--- src/common/jlc_map.vh ---
// jlc_map.vh: register map, field positions, reset values and timing for
// the link control register block; definitions only.
`ifndef JLC_MAP_VH
`define JLC_MAP_VH
// register offsets on the CPU register port
`define JLC_CTRL_ONE_ADDR 8'h3A
`define JLC_CTRL_TWO_ADDR 8'h3B
// link_control_one fields
`define JLC_C1_IGNORE 7
`define JLC_C1_CLKSEL 6
`define JLC_C1_RATE_HI 5
`define JLC_C1_RATE_LO 4
`define JLC_C1_IRQ_EN 1
`define JLC_C1_WAIT_STOP 0
`define JLC_C1_RESET 8'hC0
`define JLC_C1_RW_MASK 8'hC3
// link_control_two fields
`define JLC_C2_ALOOP 7
`define JLC_C2_DLOOP 6
`define JLC_C2_FASTRX 5
`define JLC_C2_NBPOL 4
`define JLC_C2_EOD 3
`define JLC_C2_SINGLE 2
`define JLC_C2_MCRC 1
`define JLC_C2_MNOCRC 0
`define JLC_C2_RESET 8'hC0
// state vector value loaded on a received break
`define JLC_SVR_BREAK 8'h1C
// idle times after loopback release, microseconds (one link tick each)
`define JLC_EOF_TIME_US 240
`define JLC_IFS_TIME_US 300
`define JLC_IDLE_CNT_W 9
`endif

--- src/jlc_link_control.v ---
// jlc_link_control.v: control register logic of a byte-level single-wire
// link controller: both control registers, rate divider, loopback routing,
// idle gating, interrupt gating and in-frame response request encoding.
// Assumes the protocol handler runs on the same clock and gives pulses.
//
// Overview of operation
// [RULE_01] Ignore bit masks interrupts, holds status at reset, drops current frame.
// [RULE_02] Start-of-frame or break clears ignore bit; status and interrupts resume.
// [RULE_03] Clock select tells handler binary or integer link clock for symbol timing.
// [RULE_04] Rate code divides system clock by 1, 2, 4 or 8.
// [RULE_05] Rate bits take one write after reset, then read-only.
// [RULE_06] Software must not program divide-by-4 or divide-by-8.
// [RULE_07] Interrupt enable gates run-mode requests only; wake-ups always issue.
// [RULE_08] Request holds until all pending sources clear; disable may lose them.
// [RULE_09] Wait-clock bit stops internal clocks during CPU wait when set.
// [RULE_10] Analog loopback resets protocol state; after clear wait for end-of-frame.
// [RULE_11] After analog loopback clear: receive after EOF idle, transmit after IFS.
// [RULE_12] Digital loopback feeds receive from transmit and keeps transmit off pin.
// [RULE_13] Digital loopback clear: receive from pin after EOF/IFS idle times.
// [RULE_14] Fast receive: receive only at fourfold rate; else transmit and receive.
// [RULE_15] Received break clears fast receive and loads state vector with 1C.
// [RULE_16] Polarity bit chooses normalization bit value for CRC and non-CRC responses.
// [RULE_17] End-of-data sends CRC after current byte, or after shadow byte too.
// [RULE_18] Setting end-of-data clears the transmit-data-empty flag.
// [RULE_19] End-of-data clears on first CRC bit or error; in response on EOD.
// [RULE_20] Several response bits priority-encode internally; reads return written value.
// [RULE_21] Priority: single byte, then multi with CRC, then multi without CRC.
// [RULE_22] Software should set at most one response request bit.
// [RULE_23] Other control bits are readable and writable any time after reset.
`timescale 1ns/10ps
`default_nettype none
`include "jlc_map.vh"
module jlc_link_control (
   input wire clock,
   input wire reset,
   // cpu register port
   input wire [7:0] cpuAddr,
   input wire cpuWrite,
   input wire [7:0] cpuWrData,
   output reg [7:0] cpuRdData,
   // cpu power state
   input wire cpuWait,
   input wire cpuStop,
   // events from the protocol handler
   input wire sofSeen,
   input wire breakSeen,
   input wire errorSeen,
   input wire crcFirstBitRise,
   input wire eodSeen,
   input wire ifrDone,
   input wire txUnderrun,
   input wire txShadowFull,
   input wire busActivity,
   input wire irqPending,
   input wire tx_digital_output,
   // bus pins
   input wire rx_pin,
   output reg tx_pin,
   // to the protocol handler
   output reg rx_digital_input,
   output reg linkTick,
   output reg clockFreqBinary,
   output reg protocolReset,
   output reg rxAllowed,
   output reg txAllowed,
   output reg fastRxMode,
   output reg normBitCrc,
   output reg normBitNoCrc,
   output reg crcRequest,
   output reg crcAfterShadow,
   output reg tdreClear,
   output reg svrLoad,
   output reg [7:0] svrLoadValue,
   output reg statusHold,
   output reg frameDiscard,
   output reg [2:0] ifrActive,
   output reg clocksStopped,
   output reg irqOut
);

   // ==========================================================
   // helpers
   // ==========================================================
   function [2:0] ifrPriority;
      input [2:0] req;
      begin
         if (req[2]) begin
            ifrPriority = 3'h4;
         end else if (req[1]) begin
            ifrPriority = 3'h2;
         end else begin
            ifrPriority = {2'h0, req[0]};
         end
      end
   endfunction

   function [3:0] rateDivisor;
      input [1:0] code;
      begin
         case (code)
            2'h0: rateDivisor = 4'h1;
            2'h1: rateDivisor = 4'h2;
            2'h2: rateDivisor = 4'h4;
            default: rateDivisor = 4'h8;
         endcase
      end
   endfunction

   // ==========================================================
   // pin synchroniser
   // ==========================================================
   reg rxMeta_r;
   reg rxSync_r;
   always @(posedge clock or posedge reset) begin
      if (reset) begin
         rxMeta_r <= 1'b0;
         rxSync_r <= 1'b0;
      end else begin
         rxMeta_r <= rx_pin;
         rxSync_r <= rxMeta_r;
      end
   end

   // ==========================================================
   // registers
   // ==========================================================
   reg [7:0] ctrlOne_r;
   reg [7:0] ctrlTwo_r;
   reg rateLocked_r;
   wire wrOne = cpuWrite && (cpuAddr == `JLC_CTRL_ONE_ADDR);
   wire wrTwo = cpuWrite && (cpuAddr == `JLC_CTRL_TWO_ADDR);
   wire eodSet = wrTwo && cpuWrData[`JLC_C2_EOD];
   wire [2:0] ifrInt = ifrPriority(ctrlTwo_r[2:0]);
   wire inIfr = |ifrInt;
   wire eodClear = errorSeen || (inIfr ? eodSeen : crcFirstBitRise);
   reg [7:0] ctrlOne_nxt;
   reg [7:0] ctrlTwo_nxt;

   always @* begin
      ctrlOne_nxt = ctrlOne_r;
      if (sofSeen || breakSeen) begin
         ctrlOne_nxt[`JLC_C1_IGNORE] = 1'b0; // RULE_02
      end
      if (wrOne) begin
         // a cpu write wins over a same-cycle hardware clear
         ctrlOne_nxt = (ctrlOne_nxt & ~`JLC_C1_RW_MASK)
            | (cpuWrData & `JLC_C1_RW_MASK); // RULE_23
         if (!rateLocked_r) begin
            ctrlOne_nxt[`JLC_C1_RATE_HI] = cpuWrData[`JLC_C1_RATE_HI]; // RULE_05
            ctrlOne_nxt[`JLC_C1_RATE_LO] = cpuWrData[`JLC_C1_RATE_LO]; // RULE_05
         end
      end
      ctrlTwo_nxt = ctrlTwo_r;
      if (breakSeen) begin
         ctrlTwo_nxt[`JLC_C2_FASTRX] = 1'b0; // RULE_15
      end
      if (eodClear) begin
         ctrlTwo_nxt[`JLC_C2_EOD] = 1'b0; // RULE_19
      end
      if (ifrInt[2] && (ifrDone || errorSeen || eodSet)) begin
         ctrlTwo_nxt[`JLC_C2_SINGLE] = 1'b0;
      end
      if ((ifrInt[1] || ifrInt[0]) && (ifrDone || errorSeen || txUnderrun)) begin
         ctrlTwo_nxt[`JLC_C2_MCRC] = 1'b0;
         ctrlTwo_nxt[`JLC_C2_MNOCRC] = 1'b0;
      end
      if (wrTwo) begin
         // raw written bits are kept so reads return them, except a pending single-byte request cleared by end-of-data
         ctrlTwo_nxt = cpuWrData; // RULE_20
         if (ifrInt[2] && eodSet) begin
            ctrlTwo_nxt[`JLC_C2_SINGLE] = 1'b0;
         end
      end
   end

   always @(posedge clock or posedge reset) begin
      if (reset) begin
         ctrlOne_r <= `JLC_C1_RESET;
         ctrlTwo_r <= `JLC_C2_RESET;
         rateLocked_r <= 1'b0;
      end else begin
         ctrlOne_r <= ctrlOne_nxt;
         ctrlTwo_r <= ctrlTwo_nxt;
         if (wrOne) begin
            rateLocked_r <= 1'b1; // RULE_05
         end
      end
   end

   always @(posedge clock or posedge reset) begin
      if (reset) begin
         cpuRdData <= 8'h00;
      end else if (cpuAddr == `JLC_CTRL_ONE_ADDR) begin
         cpuRdData <= ctrlOne_r;
      end else if (cpuAddr == `JLC_CTRL_TWO_ADDR) begin
         cpuRdData <= ctrlTwo_r; // RULE_20
      end else begin
         cpuRdData <= 8'h00;
      end
   end

   // ==========================================================
   // rate divider
   // ==========================================================
   reg [3:0] divCount_r;
   wire [3:0] divLimit = rateDivisor({ctrlOne_r[`JLC_C1_RATE_HI],
      ctrlOne_r[`JLC_C1_RATE_LO]});
   wire divWrap = (divCount_r >= divLimit - 4'h1);
   always @(posedge clock or posedge reset) begin
      if (reset) begin
         divCount_r <= 4'h0;
         linkTick <= 1'b0;
      end else begin
         divCount_r <= divWrap ? 4'h0 : divCount_r + 4'h1; // RULE_04
         linkTick <= divWrap && !clocksStopped; // RULE_09
      end
   end

   // ==========================================================
   // loopback release and idle gating
   // ==========================================================
   reg [`JLC_IDLE_CNT_W-1:0] idleCount_r;
   reg aloopPrev_r;
   reg dloopPrev_r;
   reg waitIdle_r;
   wire aloop = ctrlTwo_r[`JLC_C2_ALOOP];
   wire dloop = ctrlTwo_r[`JLC_C2_DLOOP];
   wire busIdle = dloop ? !tx_digital_output : !rxSync_r;
   wire released = (aloopPrev_r && !aloop) || (dloopPrev_r && !dloop);
   always @(posedge clock or posedge reset) begin
      if (reset) begin
         idleCount_r <= {`JLC_IDLE_CNT_W{1'b0}};
         aloopPrev_r <= 1'b0;
         dloopPrev_r <= 1'b0;
         waitIdle_r <= 1'b1;
         rxAllowed <= 1'b0;
         txAllowed <= 1'b0;
      end else begin
         aloopPrev_r <= aloop;
         dloopPrev_r <= dloop;
         if (aloop || released) begin
            // analog loopback or any loopback release restarts the idle wait
            waitIdle_r <= 1'b1; // RULE_10
            idleCount_r <= {`JLC_IDLE_CNT_W{1'b0}};
            rxAllowed <= 1'b0;
            txAllowed <= 1'b0;
         end else if (waitIdle_r) begin
            if (!busIdle) begin
               idleCount_r <= {`JLC_IDLE_CNT_W{1'b0}};
            end else if (linkTick) begin
               idleCount_r <= idleCount_r + 1'b1;
            end
            if (idleCount_r >= `JLC_EOF_TIME_US) begin
               rxAllowed <= 1'b1; // RULE_11 RULE_13
            end
            if (idleCount_r >= `JLC_IFS_TIME_US) begin
               txAllowed <= 1'b1; // RULE_11 RULE_13
               waitIdle_r <= 1'b0;
            end
         end
      end
   end

   // ==========================================================
   // pin routing and handler controls
   // ==========================================================
   always @(posedge clock or posedge reset) begin
      if (reset) begin
         tx_pin <= 1'b0;
         rx_digital_input <= 1'b0;
         clockFreqBinary <= 1'b1;
         protocolReset <= 1'b1;
         fastRxMode <= 1'b0;
         normBitCrc <= 1'b0;
         normBitNoCrc <= 1'b1;
         crcRequest <= 1'b0;
         crcAfterShadow <= 1'b0;
         tdreClear <= 1'b0;
         svrLoad <= 1'b0;
         svrLoadValue <= 8'h00;
         statusHold <= 1'b1;
         frameDiscard <= 1'b1;
         ifrActive <= 3'h0;
      end else begin
         // passive low when the transmitter is cut off the pin
         tx_pin <= (dloop || ctrlTwo_r[`JLC_C2_FASTRX] || !txAllowed)
            ? 1'b0 : tx_digital_output; // RULE_12 RULE_14
         rx_digital_input <= dloop ? tx_digital_output : rxSync_r; // RULE_12 RULE_13
         clockFreqBinary <= ctrlOne_r[`JLC_C1_CLKSEL]; // RULE_03
         protocolReset <= aloop; // RULE_10
         fastRxMode <= ctrlTwo_r[`JLC_C2_FASTRX]; // RULE_14
         normBitCrc <= !ctrlTwo_r[`JLC_C2_NBPOL]; // RULE_16
         normBitNoCrc <= ctrlTwo_r[`JLC_C2_NBPOL]; // RULE_16
         crcRequest <= ctrlTwo_r[`JLC_C2_EOD]; // RULE_17
         if (eodSet && !ctrlTwo_r[`JLC_C2_EOD]) begin
            crcAfterShadow <= txShadowFull; // RULE_17
         end else if (!ctrlTwo_r[`JLC_C2_EOD]) begin
            crcAfterShadow <= 1'b0;
         end
         tdreClear <= eodSet; // RULE_18
         svrLoad <= breakSeen; // RULE_15
         svrLoadValue <= breakSeen ? `JLC_SVR_BREAK : 8'h00;
         statusHold <= ctrlOne_r[`JLC_C1_IGNORE]; // RULE_01
         frameDiscard <= ctrlOne_r[`JLC_C1_IGNORE]; // RULE_01
         ifrActive <= ifrInt; // RULE_20 RULE_21
      end
   end

   // ==========================================================
   // power state and interrupt request
   // ==========================================================
   wire stopNow = cpuStop || (cpuWait && ctrlOne_r[`JLC_C1_WAIT_STOP]);
   always @(posedge clock or posedge reset) begin
      if (reset) begin
         clocksStopped <= 1'b0;
         irqOut <= 1'b0;
      end else begin
         // bus activity restarts the clocks and raises a wake-up
         clocksStopped <= stopNow && !busActivity; // RULE_09
         if (ctrlOne_r[`JLC_C1_IGNORE]) begin
            irqOut <= 1'b0; // RULE_01
         end else if ((cpuStop || cpuWait) && busActivity) begin
            irqOut <= 1'b1; // RULE_07
         end else begin
            // level follows the pending sources until all are cleared
            irqOut <= irqPending && ctrlOne_r[`JLC_C1_IRQ_EN]
               && !cpuWait && !cpuStop; // RULE_07 RULE_08
         end
      end
   end

endmodule // jlc_link_control
`default_nettype wire

--- config.mk ---
export PLATFORM = sky130hd
export DESIGN_NAME = jlc_link_control
export DESIGN_NICKNAME = d
export VERILOG_FILES = /design/src/jlc_link_control.v
export VERILOG_INCLUDE_DIRS = /design/src /design/src/common
export SDC_FILE = /design/constraint.sdc
export NUM_CORES = 1
export LEC_CHECK = 0
export BUFFER_PORTS_ARGS = -buffer_cell sky130_fd_sc_hd__buf_2
export CAP_MARGIN = 20
export CORE_MARGIN = 1
export CORE_UTILIZATION = 47
export CTS_BUF_LIST = sky130_fd_sc_hd__clkbuf_16
export DETAILED_ROUTE_END_ITERATION = 6
export GPL_TIMING_DRIVEN = 0
export PLACE_DENSITY = 0.79
export SETUP_SLACK_MARGIN = 0.4
export SYNTH_ARGS = -nofsm -noshare
export SYNTH_HDL_FRONTEND = slang
export SYNTH_SLANG_ARGS = --single-unit
--- constraint.sdc ---
create_clock -name clock -period 2.5 [get_ports clock]
set_clock_uncertainty 0.1 [all_clocks]
set_input_delay 0.5 -clock clock [delete_from_list [all_inputs] [get_ports clock]]
set_output_delay 0.5 -clock clock [all_outputs]
set_load 0.005 [all_outputs]
; Word-level counts from Yosys, hierarchy flattened
; Index checks and enable logic that the tools add are counted.
[totals]
reg_bits = 68
out_inout_bits = 37
word_cells = 137
input_bits = 33
[op_classes]
magnitude_cmp = 3
n_mux = 37
n_reduce_logical = 52
n_eq_ne = 6
bitwise_logic = 1
n_addsub = 3
[op_table]
columns = cell, count
row1 = $mux W9, 4
row2 = $mux W8, 3
row3 = $mux W1, 22
row4 = $eq A8 B6 Y1 const B, 2
row5 = $logic_and A1 B1 Y1, 16
row6 = $reduce_bool A2 Y1, 8
row7 = $logic_or A1 B1 Y1, 12
row8 = $pmux W4 S3, 1
row9 = $logic_not A1 Y1, 11
row10 = $add A9 B1 Y9 const B, 1
row11 = $ge A9 B8 Y1 const B, 1
row12 = $ge A9 B9 Y1 const B, 1
row13 = $or A6 B8 Y8, 1
row14 = $mux W2, 3
row15 = $mux W6, 1
row16 = $reduce_and A2 Y1, 3
row17 = $mux W5, 1
row18 = $add A4 B1 Y4 const B, 1
row19 = $ge A4 B4 Y1, 1
row20 = $mux W4, 1
row21 = $sub A4 B1 Y4 const B, 1
row22 = $mux W3, 1
row23 = $ne A3 B2 Y1 const B, 1
row24 = $reduce_or A3 Y1, 1
row25 = other kinds (4), 4

; Longest topological paths before layout
[logic_depth]
word_depth = 7
mapped_depth = 6
depth_no_buf = 6

; Worst setup path before layout
; Ideal clock, no wire load.
[synth_timing]
kind = reg2reg
startpoint = reg ctrlOne_r[4]
endpoint = reg divCount_r[2]
period_less_slack_ps = 1811
path_buffers = 0
arrival_time_ps = 1617
setup_slack_ps = 689
t_required_ps = 2306
stages_incl_launch_ff = 7
setup_ps = 94
path_cell_list = dfrtp_1 > or2_2 > ha_1 > nand2b_1 > a21o_1 > a21o_1 > a211oi_1
[synth_between]
elab_chain_cells = 5
word_cells_on_any_way = 7
cone_classes = add/sub (1) / order compare (1) / eq/ne (2) / mux (2) / reduce/logical (1)
[synth_rtl]
columns = element, line_no
row1 = "start, declared", jlc_link_control.v:127  ; reg [7:0] ctrlOne_r;
row2 = "start signal, assigned", jlc_link_control.v:178  ; ctrlOne_r <= `JLC_C1_RESET;
row3 = "start signal, assigned", jlc_link_control.v:182  ; ctrlOne_r <= ctrlOne_nxt;
row4 = $eq A2 B2 Y1 (tied with other cells), jlc_link_control.v:100  ; case (code)
row5 = $pmux W4 S3 *, jlc_link_control.v:100
row6 = $sub A4 B1 Y4 *, jlc_link_control.v:208  ; wire divWrap = (divCount_r >= divLimit - 4'h1);
row7 = $ge A4 B4 Y1 *, jlc_link_control.v:208
row8 = $mux W4 *, jlc_link_control.v:214  ; divCount_r <= divWrap ? 4'h0 : divCount_r + 4'h1;
row9 = "end signal, assigned", jlc_link_control.v:214
row10 = "end, declared", jlc_link_control.v:205  ; reg [3:0] divCount_r;
; Every way passes the cells marked *; elsewhere a longest branch is shown, timed or not.
; A chain may end at the register's enable or synchronous reset.

; Final worst setup path
[layout_timing]
startpoint = reg ctrlOne_r[5]
endpoint = reg divCount_r[2]
; The elaborated chain is that of the path after synthesis.

==> report_table.html <==
<table>
<tr><th>Metric</th><th>Value</th></tr>
<tr><th colspan="2">Setup path</th></tr>
<tr><td>Worst endpoint data arrival time</td><td>roughly 2.1 ns</td></tr>
<tr><td>Category of the critical setup timing path</td><td>register to register</td></tr>
<tr><td>Maximum net fanout on the critical path</td><td>5</td></tr>
<tr><td>Required time of the critical path</td><td>2.61 ns</td></tr>
<tr><td>Critical Path Source</td><td>ctrlOne_r[5]$_DFFE_PP0P_</td></tr>
<tr><td>Worst flop-to-flop path startpoint</td><td>ctrlOne_r[5]$_DFFE_PP0P_</td></tr>
<tr><td>Kind of end point of the critical path</td><td>register</td></tr>
<tr><td>Worst Setup Start Kind</td><td>register</td></tr>
<tr><td>FF-to-FF setup slack</td><td>0.48 ns</td></tr>
<tr><th colspan="2">Timing</th></tr>
<tr><td>Normalized max-slew margin</td><td>between 50 and 60%</td></tr>
<tr><td>Setup-failing EPs final</td><td>0</td></tr>
<tr><td>Total count of max-transition violations in the final report</td><td>0</td></tr>
<tr><td>RSZ-0062 raised after global routing</td><td>yes</td></tr>
<tr><td>Final-layout worst hold slack</td><td>~0.16 ns</td></tr>
<tr><td>Tightest Pin Transition</td><td>between 0.6 and 0.7 ns</td></tr>
<tr><td>Clock period minus worst slack</td><td>2.02 ns</td></tr>
<tr><td>Number of failing hold endpoints at the final stage</td><td>0</td></tr>
<tr><td>Highest clock frequency the design can meet</td><td>496 MHz</td></tr>
<tr><td>Final period util</td><td>80.7%</td></tr>
<tr><th colspan="2">GRT</th></tr>
<tr><td>Vias in the first global route</td><td>between 1500 and 2000</td></tr>
<tr><td>Global-route wire length before repair</td><td>just over 9 mm</td></tr>
<tr><td>Sum of overflow across all layers after global routing</td><td>0</td></tr>
<tr><td>Gr usage total</td><td>20.6%</td></tr>
<tr><td>Antenna violations before repair</td><td>0</td></tr>
<tr><td>Largest net degree at the start of global routing</td><td>33</td></tr>
<tr><th colspan="2">Yosys</th></tr>
<tr><td>Biggest area consumer among synthesized cells</td><td>dfrtp_1</td></tr>
<tr><td>Sequential area share after synthesis</td><td>58.4%</td></tr>
<tr><td>Number of storage elements in the synthesis netlist</td><td>61</td></tr>
<tr><td>Most used flip-flop cell after synthesis</td><td>dfrtp_1</td></tr>
<tr><td>Post-synthesis instance total</td><td>225</td></tr>
<tr><td>Fraction of post-synthesis cell area in the top cell type by area</td><td>between 40 and 50%</td></tr>
<tr><td>Syn. warnings</td><td>0</td></tr>
<tr><td>Count of distinct cell types in the synthesized netlist</td><td>48</td></tr>
<tr><td>Post-synthesis cell area</td><td>0.00263 mm^2</td></tr>
<tr><td>Mean cell area of the mapped netlist</td><td>11.7 um^2</td></tr>
<tr><td>Share of synthesized cell area in full adder, half adder and majority cells</td><td>under 10%</td></tr>
<tr><td>Synth Area in Simple Gates</td><td>14.7%</td></tr>
<tr><td>Post-synthesis compound-gate area fraction</td><td>13.2%</td></tr>
<tr><td>Fraction of synthesized area in multiplexers</td><td>3.95%</td></tr>
<tr><td>Async SR Flop Fraction</td><td>100%</td></tr>
<tr><td>Xor and xnor fraction of the mapped netlist area</td><td>0.666%</td></tr>
<tr><td>Top post-synthesis cells by area</td><td>dfrtp_1 (49%), dfstp_2 (9.0%), o21ai_0 (3.4%), ha_1 (3.3%), mux2_2 (3.0%)</td></tr>
<tr><td>Count of flip-flops with a built-in enable after synthesis</td><td>0</td></tr>
<tr><td>Largest family of logic cells by synthesized area</td><td>simple AND/OR/NAND/NOR gates</td></tr>
<tr><th colspan="2">Power</th></tr>
<tr><td>Static leakage</td><td>1.77 nW</td></tr>
<tr><td>Power density relative to cell area</td><td>783 mW/mm^2</td></tr>
<tr><td>IR Drop Worst-Case VDD</td><td>0.000574 V</td></tr>
<tr><td>PnR Total Power</td><td>around 2.6 mW</td></tr>
<tr><th colspan="2">Drt</th></tr>
<tr><td>Count of nets left with antenna violations after detail routing</td><td>0</td></tr>
<tr><td>Average detailed-routed wire length per instance</td><td>~14 um</td></tr>
<tr><td>Number of search-and-repair iterations in the first detailed-routing pass</td><td>4</td></tr>
<tr><td>Total vias in the final route</td><td>1971</td></tr>
<tr><td>Drt initial violations</td><td>103</td></tr>
<tr><td>Total Wirelength</td><td>5.28 mm</td></tr>
<tr><td>Drc violations</td><td>0</td></tr>
<tr><td>Via density per instance</td><td>5.19</td></tr>
<tr><th colspan="2">Flow run</th></tr>
<tr><td>Max-capacitance violation count</td><td>0</td></tr>
<tr><th colspan="2">Hold path</th></tr>
<tr><td>Path type of the worst min-delay path</td><td>input pin to asynchronous set/reset pin</td></tr>
<tr><th colspan="2">Die</th></tr>
<tr><td>Count of standard-cell rows</td><td>26</td></tr>
<tr><td>Core region area</td><td>approximately 0.0052 mm^2</td></tr>
<tr><td>Number of top-level design ports</td><td>70</td></tr>
<tr><td>Total die area</td><td>0.00590 mm^2</td></tr>
<tr><td>Die height</td><td>76.8 um</td></tr>
<tr><td>Initial Utilization</td><td>50.2%</td></tr>
<tr><td>Die span in x</td><td>between 70 and 80 um</td></tr>
<tr><th colspan="2">Final layout</th></tr>
<tr><td>Cell area after layout</td><td>around 0.0034 mm^2</td></tr>
<tr><td>Layout cell share with drive strength beyond 1</td><td>a little under two fifths</td></tr>
<tr><td>Area grow syn2layout</td><td>27.6%</td></tr>
<tr><td>Total Nets Final</td><td>345</td></tr>
<tr><td>Number of standard cells in the final layout excluding fillers</td><td>380</td></tr>
<tr><td>Number of diodes added for antenna fixing</td><td>0</td></tr>
<tr><td>Fraction of the core area covered by cells at the end of the flow</td><td>between 60% and 70%</td></tr>
<tr><th colspan="2">Run status</th></tr>
<tr><td>Outcome</td><td>completed</td></tr>
<tr><th colspan="2">Clock tree</th></tr>
<tr><td>Clock latency of the later-clocked register in the worst-skew pair</td><td>approximately 0.33 ns</td></tr>
<tr><td>Clock net sink count</td><td>61</td></tr>
<tr><td>Number of hold buffers added after cts</td><td>0</td></tr>
<tr><td>CTS H-Tree Depth</td><td>3</td></tr>
<tr><td>Setup repair bufs after CTS</td><td>0</td></tr>
<tr><td>CTS tree</td><td>built</td></tr>
<tr><td>PostCTS Resize Cnt</td><td>0</td></tr>
<tr><td>Number of CTS-inserted buffers</td><td>9</td></tr>
<tr><td>Clock-pin slew reported for the worst setup and hold paths after clock tree synthesis</td><td>~0.05 ns</td></tr>
<tr><td>Root buffer selected by CTS</td><td>clkbuf_16</td></tr>
<tr><td>Worst-case clock buffer depth</td><td>2</td></tr>
<tr><th colspan="2">Place</th></tr>
<tr><td>Area after detailed placement</td><td>around 0.0031 mm^2</td></tr>
<tr><td>Detailed Place HPWL</td><td>3.79 mm</td></tr>
<tr><td>Placed instance count</td><td>364</td></tr>
<tr><td>IO buf count</td><td>64</td></tr>
<tr><td>Final weighted congestion of routability-driven global placement</td><td>0.803</td></tr>
</table>
[registers in the layout (all words and copies together), names as in the netlist, 3 cells and up]
| name | cells |
|---|---|
| divCount_r | 4 |
| ctrlOne_r | 6 |
| ifrActive | 3 |
| cpuRdData | 8 |
| idleCount_r | 9 |
| ctrlTwo_r | 8 |
[synthesized netlist by cell type (7+ instances only)]
library cell / number
dfrtp_1: 52
mux2_2: 7
ha_1: 7
inv_1: 9
buf_4: 9
o21ai_0: 18
nand3_1: 7
nand2_1: 14
a21oi_1: 13
nor2_1: 9
dfstp_2: 9
[routing by layer]
metal	track usage [%]	vias up	part of all wire, %
li1	-	943	-
met5	0	-	0
met3	5.24	11	5.1
met1	26.7	946	43
met2	30.8	71	49
met4	12.9	0	3.0
[cell type report]
class                           count  area, um^2
Inverter                            9        33.8
Fill cell                         408        1880
Multi-Input combinational cell    143         965
Tap cell                           70        87.6
Clock inverter                      7        58.8
Sequential cell                    61        1540
Buffer                             16         110
Timing Repair Buffer               65         340
Clock buffer                        9         225
[critical path, stage by stage (launching register included)]
cell      delay, ns
dfrtp_1        0.42
or2_2          0.29
ha_1           0.26
nand2b_1       0.14
a21o_1         0.20
a21o_1         0.21
a211oi_1       0.29
[cells by family (layout without fill, tap and decap cells)]
family	count (synthesis)	in the layout
AOI/OAI and AO/OA	53	53
xor gates and xnor gates	2	2
adders and majority gates	7	7
buffers and inverters	25	106
DFF	61	61
muxes	9	9
other	2	6
and+or+nand+nor	66	66
[cells in the final DEF (no fill, tap or decap), drive strengths merged, types with 3 or more instances in the layout]
cell | netlist | final
a211oi | 5 | 5
a21o | 5 | 5
a21oi | 13 | 13
a22o | 6 | 6
and2 | 4 | 4
and4 | 3 | 3
buf | 13 | 78
clkbuf | 3 | 12
clkinv | 0 | 3
conb | 2 | 6
dfrtp | 52 | 52
dfstp | 9 | 9
ha | 7 | 7
inv | 9 | 11
mux2 | 8 | 8
nand2 | 14 | 14
nand2b | 3 | 3
nand3 | 7 | 7
nor2 | 9 | 9
nor3 | 5 | 5
o21ai | 18 | 18
or3 | 7 | 7
[worst paths after layout]
kind	endpoint	cells past startpoint
setup / recovery	divCount_r[2]$_DFF_PP0_	6
hold / removal	ctrlTwo_r[4]$_DFFE_PP0P_	2
setup reg to reg	divCount_r[2]$_DFF_PP0_	6
hold reg to reg	rxSync_r$_DFF_PP0_	0
max in group asynchronous	clockFreqBinary$_DFF_PP1_	3
min in group clock	rxMeta_r$_DFF_PP0_	1
[per-stage QoR]
step	worst slack, ns	TNS, ns
6_report	0.483	0
4_1_cts	0.468	0
3_5_place_dp	0.461	0
2_1_floorplan	0.402	0
5_1_grt	0.366	0
3_3_place_gp	-0.234	-12.01
[power by group]
part,switching [mW],internal (mW)
clock,0.414,0.755
combinational,0.177,0.167
sequential,0.0608,1.06
Note: power is estimated with default switching activity, not from simulation.
